<file path="src/assp_pkg.sv">
// constants and types shared by the addressed serial slave port
// assumes a single 100 MHz clock domain
// Behaviour
// - every character is one start bit, eight data bits, one stop bit
// - data bits travel least significant bit first as plain binary
// - bit rate selectable at 4800, 9600 or 19200 baud
// - own station address must lie between 1 and 247
// - address 0 is broadcast to all stations, never an own address
// - line driver enabled only while sending, released otherwise
// - messages framed by at least 3.5 character times of silence
// - first character after silence is address; act only on clean matching messages
// - broadcast messages are delivered but never answered
// - reply starts with own station address
package assp_pkg;
  // ------------------------------------------------------------
  // timing
  // ------------------------------------------------------------
  localparam int unsigned CLK_HZ   = 100_000_000;
  localparam int unsigned BAUD_LO  = 4800;
  localparam int unsigned BAUD_MID = 9600;
  localparam int unsigned BAUD_HI  = 19200;
  localparam int          CNT_W    = 15;
  // 3.5 characters of 10 bits each
  localparam logic [5:0]  SIL_BITS = 6'h23;
  localparam logic [2:0]  LAST_BIT = 3'h7;
  // ------------------------------------------------------------
  // configuration codes
  // ------------------------------------------------------------
  localparam logic [1:0]  RATE_LO    = 2'h0;
  localparam logic [1:0]  RATE_MID   = 2'h1;
  localparam logic [1:0]  RATE_HI    = 2'h2;
  localparam logic [7:0]  ADDR_BCAST = 8'h00;
  localparam logic [7:0]  ADDR_MIN   = 8'h01;
  localparam logic [7:0]  ADDR_MAX   = 8'hf7;
  typedef enum logic [1:0] {
    S_IDLE  = 2'b00,
    S_START = 2'b01,
    S_DATA  = 2'b11,
    S_STOP  = 2'b10
  } assp_ser_e;
endpackage : assp_pkg

</file>
<file path="src/assp_buf.sv">
// two-entry buffer with valid and ready on both sides
// assumes one clock, asynchronous active-low reset
`timescale 1ns/1ps
module assp_buf #(
  parameter int W = 9
) (
  input  wire logic         clk,
  input  wire logic         reset_n,
  input  wire logic         clk_en,
  input  wire logic [W-1:0] in_data,
  input  wire logic         in_valid,
  output logic              in_ready,
  output logic [W-1:0]      out_data,
  output logic              out_valid,
  input  wire logic         out_ready
);
  logic [W-1:0] mem [2];
  logic         wr_ptr;
  logic         rd_ptr;
  logic [1:0]   fill;
  wire          push = in_valid && in_ready;
  wire          pop  = out_valid && out_ready;

  assign in_ready  = fill != 2'h2;
  assign out_valid = fill != 2'h0;
  assign out_data  = mem[rd_ptr];

  always_ff @(posedge clk or negedge reset_n) begin
    if (!reset_n) begin
      mem[0] <= '0;
      mem[1] <= '0;
      wr_ptr <= 1'b0;
      rd_ptr <= 1'b0;
      fill   <= 2'h0;
    end else if (clk_en) begin
      if (push) begin
        mem[wr_ptr] <= in_data;
        wr_ptr      <= !wr_ptr;
      end
      if (pop)
        rd_ptr <= !rd_ptr;
      fill <= fill + {1'b0, push} - {1'b0, pop};
    end
  end
endmodule : assp_buf

</file>
<file path="src/assp_port.sv">
// half-duplex addressed serial slave port: receiver, silence framing,
// address filter and reply transmitter
// assumes line_rx is asynchronous; config inputs are on clk
`timescale 1ns/1ps
module assp_port
  import assp_pkg::*;
#(
  parameter int unsigned BIT_LO_CYC  = CLK_HZ / BAUD_LO,
  parameter int unsigned BIT_MID_CYC = CLK_HZ / BAUD_MID,
  parameter int unsigned BIT_HI_CYC  = CLK_HZ / BAUD_HI
) (
  input  wire logic       clk,
  input  wire logic       reset_n,
  input  wire logic       clk_en,
  input  wire logic [1:0] cfg_rate,
  input  wire logic [7:0] cfg_addr,
  input  wire logic       line_rx,
  output logic            line_tx,
  output logic            line_oe_n,
  output logic [7:0]      rx_data,
  output logic            rx_first,
  output logic            rx_valid,
  input  wire logic       rx_ready,
  output logic            msg_done,
  output logic            msg_err,
  output logic            msg_bcast,
  input  wire logic [7:0] tx_data,
  input  wire logic       tx_valid,
  output logic            tx_ready
);
  // ------------------------------------------------------------
  // bit timing
  // ------------------------------------------------------------
  localparam logic [CNT_W-1:0] CYC_LO  = CNT_W'(BIT_LO_CYC);
  localparam logic [CNT_W-1:0] CYC_MID = CNT_W'(BIT_MID_CYC);
  localparam logic [CNT_W-1:0] CYC_HI  = CNT_W'(BIT_HI_CYC);

  wire [CNT_W-1:0] bit_cyc = (cfg_rate == RATE_HI)  ? CYC_HI :
                             (cfg_rate == RATE_MID) ? CYC_MID : CYC_LO;
  wire [CNT_W-1:0] bit_rld = bit_cyc - 1'b1;
  wire [CNT_W-1:0] half    = bit_cyc >> 1;

  // ------------------------------------------------------------
  // receiver
  // ------------------------------------------------------------
  logic             rx_m;
  logic             rx_s;
  assp_ser_e        rx_st;
  logic [CNT_W-1:0] rx_cnt;
  logic [2:0]       rx_idx;
  logic [7:0]       rx_sh;
  assp_ser_e        tx_st;
  logic [CNT_W-1:0] tx_cnt;
  logic [2:0]       tx_idx;
  logic [7:0]       tx_sh;
  logic             in_reply;
  logic             reply_ok;
  logic             bcast_drop;
  logic [5:0]       sil_cnt;
  logic [CNT_W-1:0] sil_tmr;
  logic             msg_open;
  logic             msg_match;
  logic             msg_bad;
  logic             buf_in_ready;

  wire rx_tick = rx_cnt == '0;
  wire rx_done = rx_st == S_STOP && rx_tick;
  wire tx_tick = tx_cnt == '0;

  always_ff @(posedge clk or negedge reset_n) begin
    if (!reset_n) begin
      rx_m <= 1'b1;
      rx_s <= 1'b1;
    end else if (clk_en) begin
      rx_m <= line_rx;
      rx_s <= rx_m;
    end
  end

  always_ff @(posedge clk or negedge reset_n) begin
    if (!reset_n) begin
      rx_st  <= S_IDLE;
      rx_cnt <= '0;
      rx_idx <= 3'h0;
      rx_sh  <= 8'h00;
    end else if (clk_en) begin
      rx_cnt <= rx_tick ? bit_rld : rx_cnt - 1'b1;
      case (rx_st)
        S_IDLE: begin
          if (line_oe_n && !rx_s) begin
            rx_st  <= S_START;
            rx_cnt <= half;
          end
        end
        S_START: begin
          if (rx_tick) begin
            rx_st  <= rx_s ? S_IDLE : S_DATA;
            rx_idx <= 3'h0;
          end
        end
        S_DATA: begin
          if (rx_tick) begin
            rx_sh  <= {rx_s, rx_sh[7:1]};
            rx_idx <= rx_idx + 3'h1;
            if (rx_idx == LAST_BIT)
              rx_st <= S_STOP;
          end
        end
        S_STOP: begin
          if (rx_tick)
            rx_st <= S_IDLE;
        end
        default: rx_st <= S_IDLE;
      endcase
    end
  end

  // ------------------------------------------------------------
  // silence framing and address filter
  // ------------------------------------------------------------
  wire quiet    = rx_st == S_IDLE && rx_s && tx_st == S_IDLE;
  wire silent   = sil_cnt == SIL_BITS;
  wire addr_ok  = cfg_addr >= ADDR_MIN && cfg_addr <= ADDR_MAX;
  wire hit_bc   = rx_sh == ADDR_BCAST;
  wire hit_own  = addr_ok && rx_sh == cfg_addr;
  wire first_ch = rx_done && !msg_open;
  wire ch_match = msg_open ? msg_match : (hit_own || hit_bc);
  wire buf_in_v = rx_done && rx_s && ch_match && (first_ch || !msg_bad);
  wire ch_bad   = !rx_s || (buf_in_v && !buf_in_ready);

  always_ff @(posedge clk or negedge reset_n) begin
    if (!reset_n) begin
      sil_cnt <= SIL_BITS;
      sil_tmr <= '0;
    end else if (clk_en) begin
      if (!quiet) begin
        sil_cnt <= 6'h00;
        sil_tmr <= bit_rld;
      end else if (!silent) begin
        sil_tmr <= (sil_tmr == '0) ? bit_rld : sil_tmr - 1'b1;
        if (sil_tmr == '0)
          sil_cnt <= sil_cnt + 6'h01;
      end
    end
  end

  always_ff @(posedge clk or negedge reset_n) begin
    if (!reset_n) begin
      msg_open  <= 1'b0;
      msg_match <= 1'b0;
      msg_bcast <= 1'b0;
      msg_bad   <= 1'b0;
      msg_done  <= 1'b0;
      msg_err   <= 1'b0;
    end else if (clk_en) begin
      msg_done <= 1'b0;
      msg_err  <= 1'b0;
      if (first_ch) begin
        msg_open  <= 1'b1;
        msg_match <= hit_own || hit_bc;
        msg_bcast <= hit_bc;
        msg_bad   <= ch_bad;
      end else if (rx_done && ch_bad) begin
        msg_bad <= 1'b1;
      end else if (msg_open && silent) begin
        msg_open <= 1'b0;
        msg_done <= msg_match && !msg_bad;
        msg_err  <= msg_match && msg_bad;
      end
    end
  end

  assp_buf #(.W(9)) u_rx_buf (
    .clk       (clk),
    .reset_n   (reset_n),
    .clk_en    (clk_en),
    .in_data   ({first_ch, rx_sh}),
    .in_valid  (buf_in_v),
    .in_ready  (buf_in_ready),
    .out_data  ({rx_first, rx_data}),
    .out_valid (rx_valid),
    .out_ready (rx_ready)
  );

  // ------------------------------------------------------------
  // reply transmitter
  // ------------------------------------------------------------
  wire tx_idle  = tx_st == S_IDLE;
  wire rep_go   = tx_idle && !in_reply && reply_ok && silent && !msg_open && tx_valid;
  wire rep_next = tx_idle && in_reply && tx_valid;
  wire rep_end  = tx_idle && in_reply && !tx_valid;
  wire [7:0] tx_byte = rep_go ? cfg_addr : tx_data;

  assign tx_ready  = rep_next || bcast_drop;
  assign line_oe_n = tx_idle && !in_reply;

  always_ff @(posedge clk or negedge reset_n) begin
    if (!reset_n) begin
      reply_ok   <= 1'b0;
      bcast_drop <= 1'b0;
      in_reply   <= 1'b0;
    end else if (clk_en) begin
      if (first_ch || rep_end) begin
        reply_ok   <= 1'b0;
        bcast_drop <= 1'b0;
      end else if (msg_done) begin
        reply_ok   <= !msg_bcast;
        bcast_drop <= msg_bcast;
      end
      if (rep_go)
        in_reply <= 1'b1;
      else if (rep_end)
        in_reply <= 1'b0;
    end
  end

  always_ff @(posedge clk or negedge reset_n) begin
    if (!reset_n) begin
      tx_st   <= S_IDLE;
      tx_cnt  <= '0;
      tx_idx  <= 3'h0;
      tx_sh   <= 8'h00;
      line_tx <= 1'b1;
    end else if (clk_en) begin
      tx_cnt <= tx_tick ? bit_rld : tx_cnt - 1'b1;
      case (tx_st)
        S_IDLE: begin
          line_tx <= 1'b1;
          if (rep_go || rep_next) begin
            tx_st   <= S_START;
            tx_sh   <= tx_byte;
            tx_cnt  <= bit_rld;
            line_tx <= 1'b0;
          end
        end
        S_START: begin
          if (tx_tick) begin
            tx_st   <= S_DATA;
            tx_idx  <= 3'h0;
            line_tx <= tx_sh[0];
          end
        end
        S_DATA: begin
          if (tx_tick) begin
            tx_idx <= tx_idx + 3'h1;
            tx_sh  <= tx_sh >> 1;
            if (tx_idx == LAST_BIT) begin
              tx_st   <= S_STOP;
              line_tx <= 1'b1;
            end else begin
              line_tx <= tx_sh[1];
            end
          end
        end
        S_STOP: begin
          if (tx_tick)
            tx_st <= S_IDLE;
        end
        default: tx_st <= S_IDLE;
      endcase
    end
  end
endmodule : assp_port

</file>
<file path="config.mk">
export PLATFORM = sky130hd
export DESIGN_NAME = assp_port
export DESIGN_NICKNAME = d
export VERILOG_FILES = /design/src/assp_pkg.sv /design/src/assp_buf.sv /design/src/assp_port.sv
export SDC_FILE = /design/constraint.sdc
export NUM_CORES = 1
export LEC_CHECK = 0
export BUFFER_PORTS_ARGS = -buffer_cell sky130_fd_sc_hd__buf_2
export CELL_PAD_IN_SITES_DETAIL_PLACEMENT = 1
export CELL_PAD_IN_SITES_GLOBAL_PLACEMENT = 1
export CORE_ASPECT_RATIO = 1.1
export CORE_MARGIN = 5
export CORE_UTILIZATION = 45
export CTS_BUF_LIST = sky130_fd_sc_hd__clkbuf_2 sky130_fd_sc_hd__clkbuf_4 sky130_fd_sc_hd__clkbuf_8
export CTS_CLUSTER_DIAMETER = 30
export CTS_CLUSTER_SIZE = 14
export DETAILED_ROUTE_END_ITERATION = 10
export HOLD_SLACK_MARGIN = 0.05
export PLACE_DENSITY_LB_ADDON = 0.25
export SKIP_LAST_GASP = 1
export SYNTH_ARGS = -nofsm -noshare
export SYNTH_HDL_FRONTEND = slang
export SYNTH_SLANG_ARGS = --single-unit
</file>
<file path="constraint.sdc">
create_clock -name clk -period 2.65 [get_ports clk]
set_input_delay 0 -clock clk [delete_from_list [all_inputs] [get_ports clk]]
set_output_delay 0 -clock clk [all_outputs]
set_load 0.02 [all_outputs]
</file>
Yosys cells after proc, flatten, opt, wreduce, memory -nomap -nowiden
Index checks and enable logic that the tools add are counted.
{ "word_totals": {"word_cells": 207, "reg_bits": 111, "output_inout_bits": 16, "in_bits": 24} }
{ "classes": {"muxes": 66, "n_bitwise": 2, "n_reduce_logical": 72, "n_eq_ne": 26, "magnitude_cmp": 5, "n_addsub": 9} }
{ "ops": {"columns": ["operator", "n"], "rows": [
  ["15-bit 2-to-1 mux", 11],
  ["15-bit by 1-bit subtractor with 15-bit output, second input constant", 4],
  ["15-bit logical NOT", 3],
  ["9-bit 2-to-1 mux", 4],
  ["1-bit logical AND", 26],
  ["8-bit 2-to-1 mux", 3],
  ["2-bit inequality test, second input constant", 12],
  ["1-bit 2-to-1 mux", 22],
  ["2-bit 2-to-1 mux", 11],
  ["18-bit bitwise mux", 1],
  ["6-bit 2-to-1 mux", 3],
  ["2-bit one-hot mux with 4 select lines", 2],
  ["8-bit one-hot mux with 2 select lines", 1],
  ["4-bit AND reduction", 4],
  ["2-bit nonzero test", 8],
  ["2-bit AND reduction", 7],
  ["3-bit 2-to-1 mux", 4],
  ["3-bit one-hot mux with 2 select lines", 2],
  ["6-bit AND reduction", 2],
  ["2-bit == test, second input constant", 5],
  ["9-bit demux with 1-bit select", 1],
  ["1-bit logical NOT", 9],
  ["3-bit AND reduction", 3],
  ["8-bit == test", 1],
  ["other kinds (18)", 31]
]} }

Logic depth before layout (Yosys ltp)
Gate-level depths: netlist of run 1.
{ "depth": {"depth_word": 12, "depth_mapped": 10, "depth_no_buf": 10} }

Modules after synthesis
From an unflattened synthesis of run 1, not the netlist that was laid out.
{ "hier_totals": {"cells_unflattened": 683, "area_unflattened_um2": 6665.1} }
{ "by_module_without_submodules": {"columns": ["module", "seq_area_each_um2", "instances", "cells_each", "area_per_inst_um2"], "rows": [
  ["assp_port", 2234.6, 1, 615, 5619.1],
  ["assp_buf", 550.5, 1, 68, 1046.0]
]} }

Least setup slack after synthesis of run 1
Ideal clock, no wire load.
{ "synth_path": {"kind": "register to register", "from": "register tx_cnt[0]", "to": "register tx_sh[0]", "setup_time_ns": 0.125, "path_buffers": 0, "required_ns": 2.525, "period_less_slack_ns": 2.683, "setup_slack_ns": -0.033, "arrival_ns": 2.558, "path_stages_with_launch": 8, "cell_sequence": "dfrtp_1 inv_1 ha_1 or4b_2 nor4_4 nor2b_1 nor3_2 mux2_2"} }
{ "synth_via": {"elab_chain_cells": 3} }
{ "synth_lines": {"columns": ["element", "line", "text"], "rows": [
  ["start: declaration", "assp_port.sv:53", "logic [CNT_W-1:0] tx_cnt;"],
  ["start signal: assignment", "assp_port.sv:225", "tx_cnt <= tx_tick ? bit_rld : tx_cnt - 1'b1;"],
  ["start signal: assignment", "assp_port.sv:232", "tx_cnt <= bit_rld;"],
  ["15-bit logical NOT", "assp_port.sv:68", "wire tx_tick = tx_cnt == '0;"],
  ["2-bit inequality test (no line)", null, null],
  ["4-bit AND reduction (no line)", null, null],
  ["end signal: assignment", "assp_port.sv:231", "tx_sh <= tx_byte;"],
  ["end signal: assignment", "assp_port.sv:246", "tx_sh <= tx_sh >> 1;"],
  ["end: declaration", "assp_port.sv:55", "logic [7:0] tx_sh;"]
]} }
No other way between the ends.
A chain may end at the register's enable or synchronous reset.

Final worst setup path of run 1
{ "layout_path": {"from": "register tx_st[0]", "to": "register rx_cnt[8]"} }
{ "layout_via": {"elab_chain_cells": 5} }
{ "layout_lines": {"columns": ["element", "line", "text"], "rows": [
  ["start: declaration", "assp_port.sv:52", "assp_ser_e tx_st;"],
  ["start signal: assignment", "assp_port.sv:219", "tx_st <= S_IDLE;"],
  ["start signal: assignment", "assp_port.sv:230", "tx_st <= S_START;"],
  ["start signal: assignment", "assp_port.sv:238", "tx_st <= S_DATA;"],
  ["2-bit logical NOT", "assp_port.sv:188", "wire tx_idle = tx_st == S_IDLE;"],
  ["1-bit logical AND", "assp_port.sv:195", "assign line_oe_n = tx_idle && !in_reply;"],
  ["1-bit logical AND", "assp_port.sv:90", "if (line_oe_n && !rx_s) begin"],
  ["15-bit 2-to-1 mux", "assp_port.sv:90", null],
  ["15-bit 2-to-1 mux", "assp_port.sv:88", "case (rx_st)"],
  ["end signal: assignment", "assp_port.sv:87", "rx_cnt <= rx_tick ? bit_rld : rx_cnt - 1'b1;"],
  ["end signal: assignment", "assp_port.sv:92", "rx_cnt <= half;"],
  ["end: declaration", "assp_port.sv:49", "logic [CNT_W-1:0] rx_cnt;"]
]} }
No other way between the ends.

==> results of run 1 <==
routing by layer:
metal | vias up | share of wire [%] | global-route usage [%]
li1 | 2631 | - | -
met1 | 2810 | 43 | 27.9
met3 | 26 | 3.3 | 3.82
met2 | 91 | 52 | 39.0
met5 | - | 0 | 0
met4 | 0 | 1.7 | 7.31
final timing paths:
path | start | slack [ns] | end | cells past startpoint
max | tx_st[0]$_DFFE_PN0P_ | 0.15 | rx_cnt[8]$_DFFE_PN0P_ | 7
min | tx_data[1] | 0.07 | tx_sh[1]$_DFFE_PN0P_ | 4
max reg2reg | tx_st[0]$_DFFE_PN0P_ | 0.15 | rx_cnt[8]$_DFFE_PN0P_ | 7
min reg2reg | sil_cnt[1]$_DFFE_PN1P_ | 0.50 | sil_cnt[1]$_DFFE_PN1P_ | 2
max in group asynchronous | reset_n | 1.66 | sil_cnt[1]$_DFFE_PN1P_ | 3
min in group asynchronous | reset_n | 0.13 | rx_cnt[8]$_DFFE_PN0P_ | 2
cell usage after synthesis, types with 7 or more instances:
| library cell | count | area (um^2) |
|---|---|---|
| a21oi_1 | 22 | 110 |
| a22o_1 | 8 | 70.1 |
| a31oi_1 | 9 | 56.3 |
| and3_1 | 7 | 43.8 |
| clkbuf_1 | 28 | 105 |
| dfrtp_1 | 105 | 2630 |
| ha_1 | 19 | 238 |
| inv_1 | 24 | 90.1 |
| mux2_2 | 48 | 541 |
| mux2i_1 | 19 | 190 |
| nand2_1 | 62 | 233 |
| nand2b_1 | 8 | 50.1 |
| nand3_1 | 19 | 95.1 |
| nand4_1 | 14 | 87.6 |
| nor2_1 | 45 | 169 |
| nor3_1 | 20 | 100 |
| nor4_1 | 13 | 81.3 |
| o21ai_0 | 52 | 260 |
| or3_1 | 7 | 43.8 |
| or4_1 | 7 | 52.6 |
| xnor2_1 | 14 | 123 |
worst reg2reg max path, stage by stage, from the launching register on:
cell,delay (ns)
dfrtp_1,0.42
inv_1,0.11
ha_1,0.24
or3b_2,0.48
or3_1,0.49
nand2_1,0.30
a21oi_1,0.07
a211o_1,0.28
cells by family (layout without fill, tap and decap cells):
logic type / count (synthesis) / in the layout
AND/OR/NAND/NOR: 233 / 233
AO/OA/AOI/OAI: 164 / 164
flip-flops: 111 / 111
multiplexers: 67 / 67
buffers and inverters: 56 / 138
adder cells (fa/ha/maj): 19 / 19
XOR/XNOR: 17 / 17
metrics by stage:
stage	instances	worst slack, ns	hold slack (ns)	total power, uW	utilization (%)
3_3_place_gp	910	0.0558	0.0321	3830	50.0
6_report	941	0.150	0.0683	5050	52.5
2_1_floorplan	667	0.0277	-0.296	3410	-
4_1_cts	935	0.0259	0.0623	5020	52.0
3_5_place_dp	910	-0.0404	0.0403	3960	50.0
5_1_grt	941	-0.0173	0.0932	5400	52.5
timing repair:
action / CTS / global route
endpoints found under the hold margin: 82 / 0
setup endpoints to repair: 18 / 16
hold buffers: 9 / 0
pin swaps: 1 / 2
gates resized for setup: 1 / 4
buffers inserted: 0 / 6
report_power, final:
group / internal [uW] / switching [uW]
registers: 2000 / 343
clock network: 380 / 677
logic: 789 / 860
total: 3170 / 1880
sequential cells by signal, indices dropped and copies added, names as in the netlist, 2 cells and up:
name and flops:
tx_cnt 15, u_rx_buf.fill 2, tx_st 2, rx_cnt 15
u_rx_buf.mem 18, rx_st 2, rx_idx 3, sil_tmr 15
sil_cnt 6, rx_sh 8, tx_sh 8, tx_idx 3
cell type report:
cell class	instances	share of cell area (%)
clock inverter	6	0.834
sequential	111	37.1
clock buffer	10	1.75
tap	192	3.20
inverter	24	1.20
timing repair buffer	98	9.18
multi-input combinational	500	46.7
==> flow_summary.json, run 1 <==
{
  "multi_input_area_um2": 3500,
  "synth_ff_type": "dfrtp_1",
  "cp_slowest_cell": "or3_1",
  "wl_mm": 18.2,
  "drive_above_1_share_pct": 24.0,
  "core_um2": 14300,
  "postSynthCellCount": 667,
  "path_delay_family": "simple AND/OR/NAND/NOR gates",
  "antenna_cells": 0,
  "layout_common_cells": "105 x dfrtp_1, 62 x nand2_1, 52 x o21ai_0",
  "clock_path_buffers": 2,
  "path_max_fanout": 9,
  "leakage_uw": 0.00333,
  "cpPeakStageDelay_ns": 0.49,
  "path_cells": "inv_1 > ha_1 > or3b_2 > or3_1 > nand2_1 > a21oi_1 > a211o_1",
  "place_hpwl_mm": 12.8,
  "crit_buf_inv": 1,
  "clockRootBuffer": "clkbuf_8",
  "io_pins": 40,
  "finalHoldViolations": 0,
  "nFillCells": 1659,
  "dpl-instance-area_um2": 7130,
  "yosysWarnings": 0,
  "synth-edff-count": 0,
  "peakVddDrop_mv": 0.434,
  "cts_buffers": 9,
  "fin_setup_tns_ns": 0,
  "maxSlewHeadroom_pct": 46.6,
  "cts_tree": "done",
  "drt-pass1-iter-count": 6,
  "synth_area_per_cell_um2": 9.70,
  "synth_top_family_by_area": "simple AND/OR/NAND/NOR gates",
  "cp.arrival_ns": 2.79,
  "synthXorXnorAreaFrac_pct": 2.30,
  "fp.dieH_um": 136,
  "crit_path_end_kind": "flop",
  "max-cap-violations": 0,
  "io_buffers": 39,
  "grt_pass1_vias": 5974,
  "crit_path_start_kind": "flop",
  "seqCellArea_um2": 2790,
  "vias": 5558,
  "worstPathRequired_ns": 2.94,
  "rows": 46,
  "slew_viol_final": 0,
  "synth-compound-area-share_pct": 17.3,
  "setup_violations": 0,
  "synthAdderAreaFrac_pct": 3.68,
  "crit_type": "reg -> reg",
  "die_w_um": 124,
  "start_util_pct": 45.3,
  "power_density_nw_per_um2": 673,
  "gr-total-overflow": 0,
  "status": "finished clean",
  "finalInstanceArea_um2": 7500,
  "netlist_area_um2": 6470,
  "antenna_found_initial": 0,
  "rsz0062_at_grt": "true",
  "fmax_ghz": 0.400,
  "insertion_delay_ns": 0.40,
  "die-area_um2": 16900,
  "syn_nets": 710,
  "fin_crit_ns": 2.50,
  "period_share_pct": 94.3,
  "ys_seq_area_share_pct": 43.1,
  "nets": 787,
  "viasPerCell": 5.91,
  "drc": 0,
  "synthSimpleGateAreaFrac_pct": 18.9,
  "muxShareOfSynthArea_pct": 11.3,
  "tightest_slew_ns": 0.800,
  "clock_skew_ns": 0.0127,
  "first_iter_violations": 316,
  "ys_seq_elements": 111,
  "async_reset_ff_share_pct": 100,
  "grt_pass1_wl_mm": 30.8,
  "yosysUniqueCellTypes": 74,
  "final_common_cell": "dfrtp_1",
  "ant_nets": 0,
  "wire_per_inst_um": 19.4,
  "grt_max_degree": 62,
  "syn_to_final_growth_pct": 15.9,
  "htreeDepth": 3,
  "path_clk_slew_ns": 0.12,
  "gp_congestion": 0.834,
  "track_usage_pct": 22.2,
  "cts_sinks": 111,
  "holdCritPathClass": "in -> reg"
}
No activity file was read; power rests on OpenSTA's default activity.
==> run 2: changes to the inputs <==
--- a/config.mk
+++ b/config.mk
@@ -19,2 +19,3 @@
 export PLACE_DENSITY_LB_ADDON = 0.25
+export REMOVE_ABC_BUFFERS = 1
 export SKIP_LAST_GASP = 1
--- a/constraint.sdc
+++ b/constraint.sdc
@@ -3,2 +3,2 @@
 set_output_delay 0 -clock clk [all_outputs]
-set_load 0.02 [all_outputs]
+set_load 0.1 [all_outputs]
==> flow_summary.json, run 2 (same netlist as run 1, synthesis figures left out) <==
{
  "crit_path_end_kind": "flop",
  "clock_skew_ns": 0.00859,
  "track_usage_pct": 22.0,
  "antenna_cells": 0,
  "path_max_fanout": 5,
  "wl_mm": 18.2,
  "place_hpwl_mm": 12.9,
  "clockPowerShare_pct": 21.9,
  "nets": 785,
  "viasPerCell": 5.90,
  "grt_pass1_wl_mm": 30.6,
  "nFillCells": 1663,
  "status": "finished clean",
  "switching_share_pct": 38.6,
  "die_w_um": 124,
  "crit_path_start_kind": "flop",
  "power_density_nw_per_um2": 702,
  "finalHoldViolations": 0,
  "crit_type": "reg -> reg",
  "drive_above_1_share_pct": 24.0,
  "ant_nets": 0,
  "fin_cells": 939,
  "grt_max_degree": 62,
  "dpl.cell_count": 916,
  "setup_slack_ns": 0.140,
  "holdCritPathClass": "in -> reg",
  "dp_slack_ns": -0.0150,
  "rows": 46,
  "first_iter_violations": 239,
  "layout_common_cells": "105 x dfrtp_1, 62 x nand2_1, 52 x o21ai_0",
  "cts_setup_buffers": 0,
  "die-area_um2": 16900,
  "period_share_pct": 94.7,
  "tightest_slew_ns": 0.639,
  "clockRootBuffer": "clkbuf_8",
  "wire_per_inst_um": 19.4,
  "htreeDepth": 3,
  "grt_pass1_vias": 6000,
  "combPwrFrac_pct": 33.8,
  "core_um2": 14300,
  "peakVddDrop_mv": 0.357,
  "largest_register_ffs": 18,
  "path_clk_slew_ns": 0.12,
  "cts_tree": "done",
  "share_seq_of_total_power_pct": 44.3,
  "io_pins": 40,
  "cell_internal_pwr_uw": 3230,
  "start_util_pct": 45.3,
  "setup_violations": 0,
  "maxSlewHeadroom_pct": 57.4,
  "drc": 0,
  "fin_crit_ns": 2.51,
  "fmax_ghz": 0.398,
  "gr-total-overflow": 0,
  "final_common_cell": "dfrtp_1",
  "p_switching_uw": 2030,
  "gp_congestion": 0.866,
  "syn_to_final_growth_pct": 15.7,
  "cts_buffers": 9,
  "max-cap-violations": 0,
  "clock_path_buffers": 2,
  "vias": 5539,
  "antenna_found_initial": 0,
  "timing.hold.ws_ns": 0.0582,
  "insertion_delay_ns": 0.39,
  "rsz0062_at_grt": "false",
  "regMostFlops": "u_rx_buf.mem",
  "worstPathRequired_ns": 2.97,
  "io_buffers": 39,
  "drt-pass1-iter-count": 4,
  "cp.arrival_ns": 2.83,
  "fp.dieH_um": 136,
  "leakage_uw": 0.00333,
  "cts_sinks": 111,
  "slew_viol_final": 0
}
[run 2: cell types whose count changed in the layout (fill, tap and decap cells not counted), sizes merged]
cell         change
clkbuf           -1
bufinv           +1
dlygate4sd3      -2
[run 2: final cells by class]
cell class                      count  area (um^2)  share of cell area (%)
Clock buffer                        9          124                    1.65
Clock inverter                      7         95.1                    1.27
Inverter                           24         90.1                    1.20
Multi-Input combinational cell    500         3490                    46.7
Sequential cell                   111         2790                    37.2
Tap cell                          192          240                    3.21
Timing Repair Buffer               96          656                    8.76
[run 2: stage by stage]
stage / instance area [um^2] / util [%] / total power (uW) / TNS [ns]
4_1_cts: 7460 / 52.2 / 5280 / -0.00172
6_report: 7480 / 52.4 / 5250 / 0
5_1_grt: 7480 / 52.4 / 5580 / 0
2_1_floorplan: 6340 / - / 3510 / -17.36
3_5_place_dp: 7170 / 50.2 / 4110 / -0.0150
3_3_place_gp: 7170 / 50.2 / 3980 / 0
[run 2: critical path: stages (launching register included)]
cell,delay [ns]
dfrtp_1,0.44
or3_4,0.41
or4_4,0.44
o41a_1,0.46
or4_1,0.52
a21oi_1,0.17
[run 2: final timing paths]
| kind | from | endpoint | slack, ns | cells after the start |
|---|---|---|---|---|
| worst min-delay path | tx_data[2] | tx_sh[2]$_DFFE_PN0P_ | 0.06 | 4 |
| worst min register to register | u_rx_buf.fill[1]$_DFFE_PN0P_ | u_rx_buf.fill[1]$_DFFE_PN0P_ | 0.50 | 1 |
| max in group asynchronous | reset_n | sil_cnt[5]$_DFFE_PN1P_ | 1.64 | 3 |
| min in group asynchronous | reset_n | sil_tmr[9]$_DFFE_PN0P_ | 0.15 | 2 |
| worst max-delay path | sil_tmr[8]$_DFFE_PN0P_ | sil_cnt[5]$_DFFE_PN1P_ | 0.14 | 5 |
| worst max register to register | sil_tmr[8]$_DFFE_PN0P_ | sil_cnt[5]$_DFFE_PN1P_ | 0.14 | 5 |
[run 2: power groups by stage]
stage / Clock, uW / Combinational (uW) / Sequential [uW]
global placement: 0 / 1660 / 2330
CTS: 1180 / 1780 / 2320
global route: 1230 / 1970 / 2370
floorplan: 0 / 1170 / 2340
finish: 1150 / 1770 / 2330
detailed placement: 0 / 1760 / 2350
[run 2: layer usage]
layer	up-vias	track usage (%)	share of wire [%]
met5	-	0	0
met1	2796	27.1	43
met2	98	40.1	52
li1	2620	-	-
met3	25	3.15	3.0
met4	0	6.88	1.8
[run 2: repair_timing]
action                                 in CTS  in global routing
hold buffers                                6                  1
resized for setup                           1                  4
endpoints found under the hold margin      42                  1
setup endpoints to repair                   1                 21
==> run 3: changes to the inputs <==
CELL_PAD_IN_SITES_DETAIL_PLACEMENT = 0   (was 1)
CORE_UTILIZATION = 50   (was 45)
PLACE_DENSITY_LB_ADDON = 0.15   (was 0.25)
clock period = 2.84 ns   (was 2.65 ns; I/O delays follow)
==> flow_summary.json, run 3 (same netlist as run 1, synthesis figures left out) <==
{
  "cp.arrival_ns": 2.87,
  "finish.utilization_pct": 57.6,
  "peakVddDrop_mv": 0.470,
  "path_max_fanout": 5,
  "rsz0062_at_grt": "false",
  "crit_type": "reg -> reg",
  "grt_max_degree": 60,
  "grt_pass1_wl_mm": 26.0,
  "final_common_cell": "dfrtp_1",
  "maxSlewHeadroom_pct": 54.2,
  "layout_common_cells": "105 x dfrtp_1, 62 x nand2_1, 52 x o21ai_0",
  "tightest_slew_ns": 0.687,
  "drive_above_1_share_pct": 21.8,
  "gp_congestion": 0.875,
  "slew_viol_final": 0,
  "finalPower_uw": 4660,
  "first_iter_violations": 413,
  "antenna_cells": 0,
  "start_util_pct": 51.2,
  "path_clk_slew_ns": 0.12,
  "fin_cells": 886,
  "io_pins": 40,
  "grt_pass1_vias": 5267,
  "drt-pass1-iter-count": 4,
  "worstPathRequired_ns": 3.11,
  "clock_skew_ns": 0.0111,
  "fin_setup_tns_ns": 0,
  "drc": 0,
  "setup_violations": 0,
  "ant_nets": 0,
  "holdCritPathClass": "in -> reg",
  "clockRootBuffer": "clkbuf_8",
  "r2r_cells": 7,
  "io_buffers": 39,
  "power_density_nw_per_um2": 640,
  "leakage_uw": 0.00323,
  "wire_per_inst_um": 17.2,
  "wl_mm": 15.2,
  "holdPathStages": 4,
  "period_share_pct": 91.4,
  "max-cap-violations": 0,
  "htreeDepth": 3,
  "crit_path_end_kind": "flop",
  "fmax_ghz": 0.385,
  "status": "finished clean",
  "die-area_um2": 15300,
  "cts_sinks": 111,
  "die_w_um": 118,
  "place_hpwl_mm": 10.8,
  "fin_crit_ns": 2.60,
  "cts_tree": "done",
  "setup_slack_ns": 0.244,
  "vias": 5331,
  "dpl.cell_count": 862,
  "antenna_found_initial": 0,
  "crit_path_start_kind": "flop",
  "fp.dieH_um": 129,
  "cts_buffers": 9,
  "viasPerCell": 6.02,
  "finalHoldViolations": 0,
  "largest_register_ffs": 18,
  "nets": 767,
  "gr-total-overflow": 0,
  "insertion_delay_ns": 0.39,
  "track_usage_pct": 20.4,
  "syn_to_final_growth_pct": 12.6,
  "clock_path_buffers": 2,
  "rows": 43,
  "regMostFlops": "u_rx_buf.mem",
  "dp_slack_ns": 0.0702,
  "nFillCells": 1096,
  "core_um2": 12600
}
[run 3: changes by cell type in the layout (fill, tap and decap cells not counted), sizes merged]
cell         before  now
buf              89   70
bufinv            1    0
inv              28   29
dlygate4sd3       7    8
[run 3: path summary, 6_finish.rpt]
path	startpoint	endpoint	slack, ns
worst min-delay path	tx_data[1]	tx_sh[1]$_DFFE_PN0P_	0.06
worst max register to register	tx_cnt[0]$_DFFE_PN0P_	tx_st[1]$_DFFE_PN0P_	0.24
worst min register to register	u_rx_buf.fill[1]$_DFFE_PN0P_	u_rx_buf.fill[1]$_DFFE_PN0P_	0.49
min in group asynchronous	reset_n	rx_cnt[9]$_DFFE_PN0P_	0.18
max in group asynchronous	reset_n	line_tx$_DFFE_PN1P_	1.85
worst max-delay path	tx_cnt[0]$_DFFE_PN0P_	tx_st[1]$_DFFE_PN0P_	0.24
[run 3: worst max-delay path: stages, from the launching register on]
cell	delay [ns]
dfrtp_1	0.44
inv_1	0.08
ha_2	0.21
nor4b_2	0.34
nand3_1	0.14
or4b_2	0.62
a21oi_1	0.28
mux2_2	0.37
[run 3: power breakdown]
group,switching (uW),leakage (uW),internal (uW)
Sequential,336,0.00137,1860
Clock,606,0.0000984,342
Combinational,847,0.00176,662
[run 3: final cells by class]
type | count | area (um^2) | area share, %
multi-input cells | 500 | 3490 | 47.9
clock inverters | 7 | 62.6 | 0.859
repair buffers | 78 | 536 | 7.35
inverters | 24 | 90.1 | 1.24
well taps | 157 | 196 | 2.70
clock buffers | 9 | 124 | 1.70
flip-flops and latches | 111 | 2790 | 38.2
[run 3: metrics by stage]
stage / instance area [um^2] / hold WS, ns
3_5_place_dp: 7000 / 0.0914
5_1_grt: 7280 / 0.104
2_1_floorplan: 6340 / -0.296
4_1_cts: 7260 / 0.0533
3_3_place_gp: 7000 / 0.0796
6_report: 7280 / 0.0586
[run 3: metal layers]
| metal | up-vias | GRT usage [%] | share of wire [%] |
|---|---|---|---|
| met5 | - | 0 | 0 |
| met4 | 0 | 8.01 | 2.4 |
| met3 | 28 | 3.49 | 4.1 |
| met2 | 115 | 33.5 | 48 |
| met1 | 2596 | 27.2 | 46 |
| li1 | 2592 | - | - |
[run 3: timing repair]
item | in CTS | in global routing
resized for setup | 0 | 4
hold buffers | 8 | 0
buffers inserted | 0 | 0
hold endpoints to repair | 57 | 0
endpoints found under the setup margin | 0 | 12
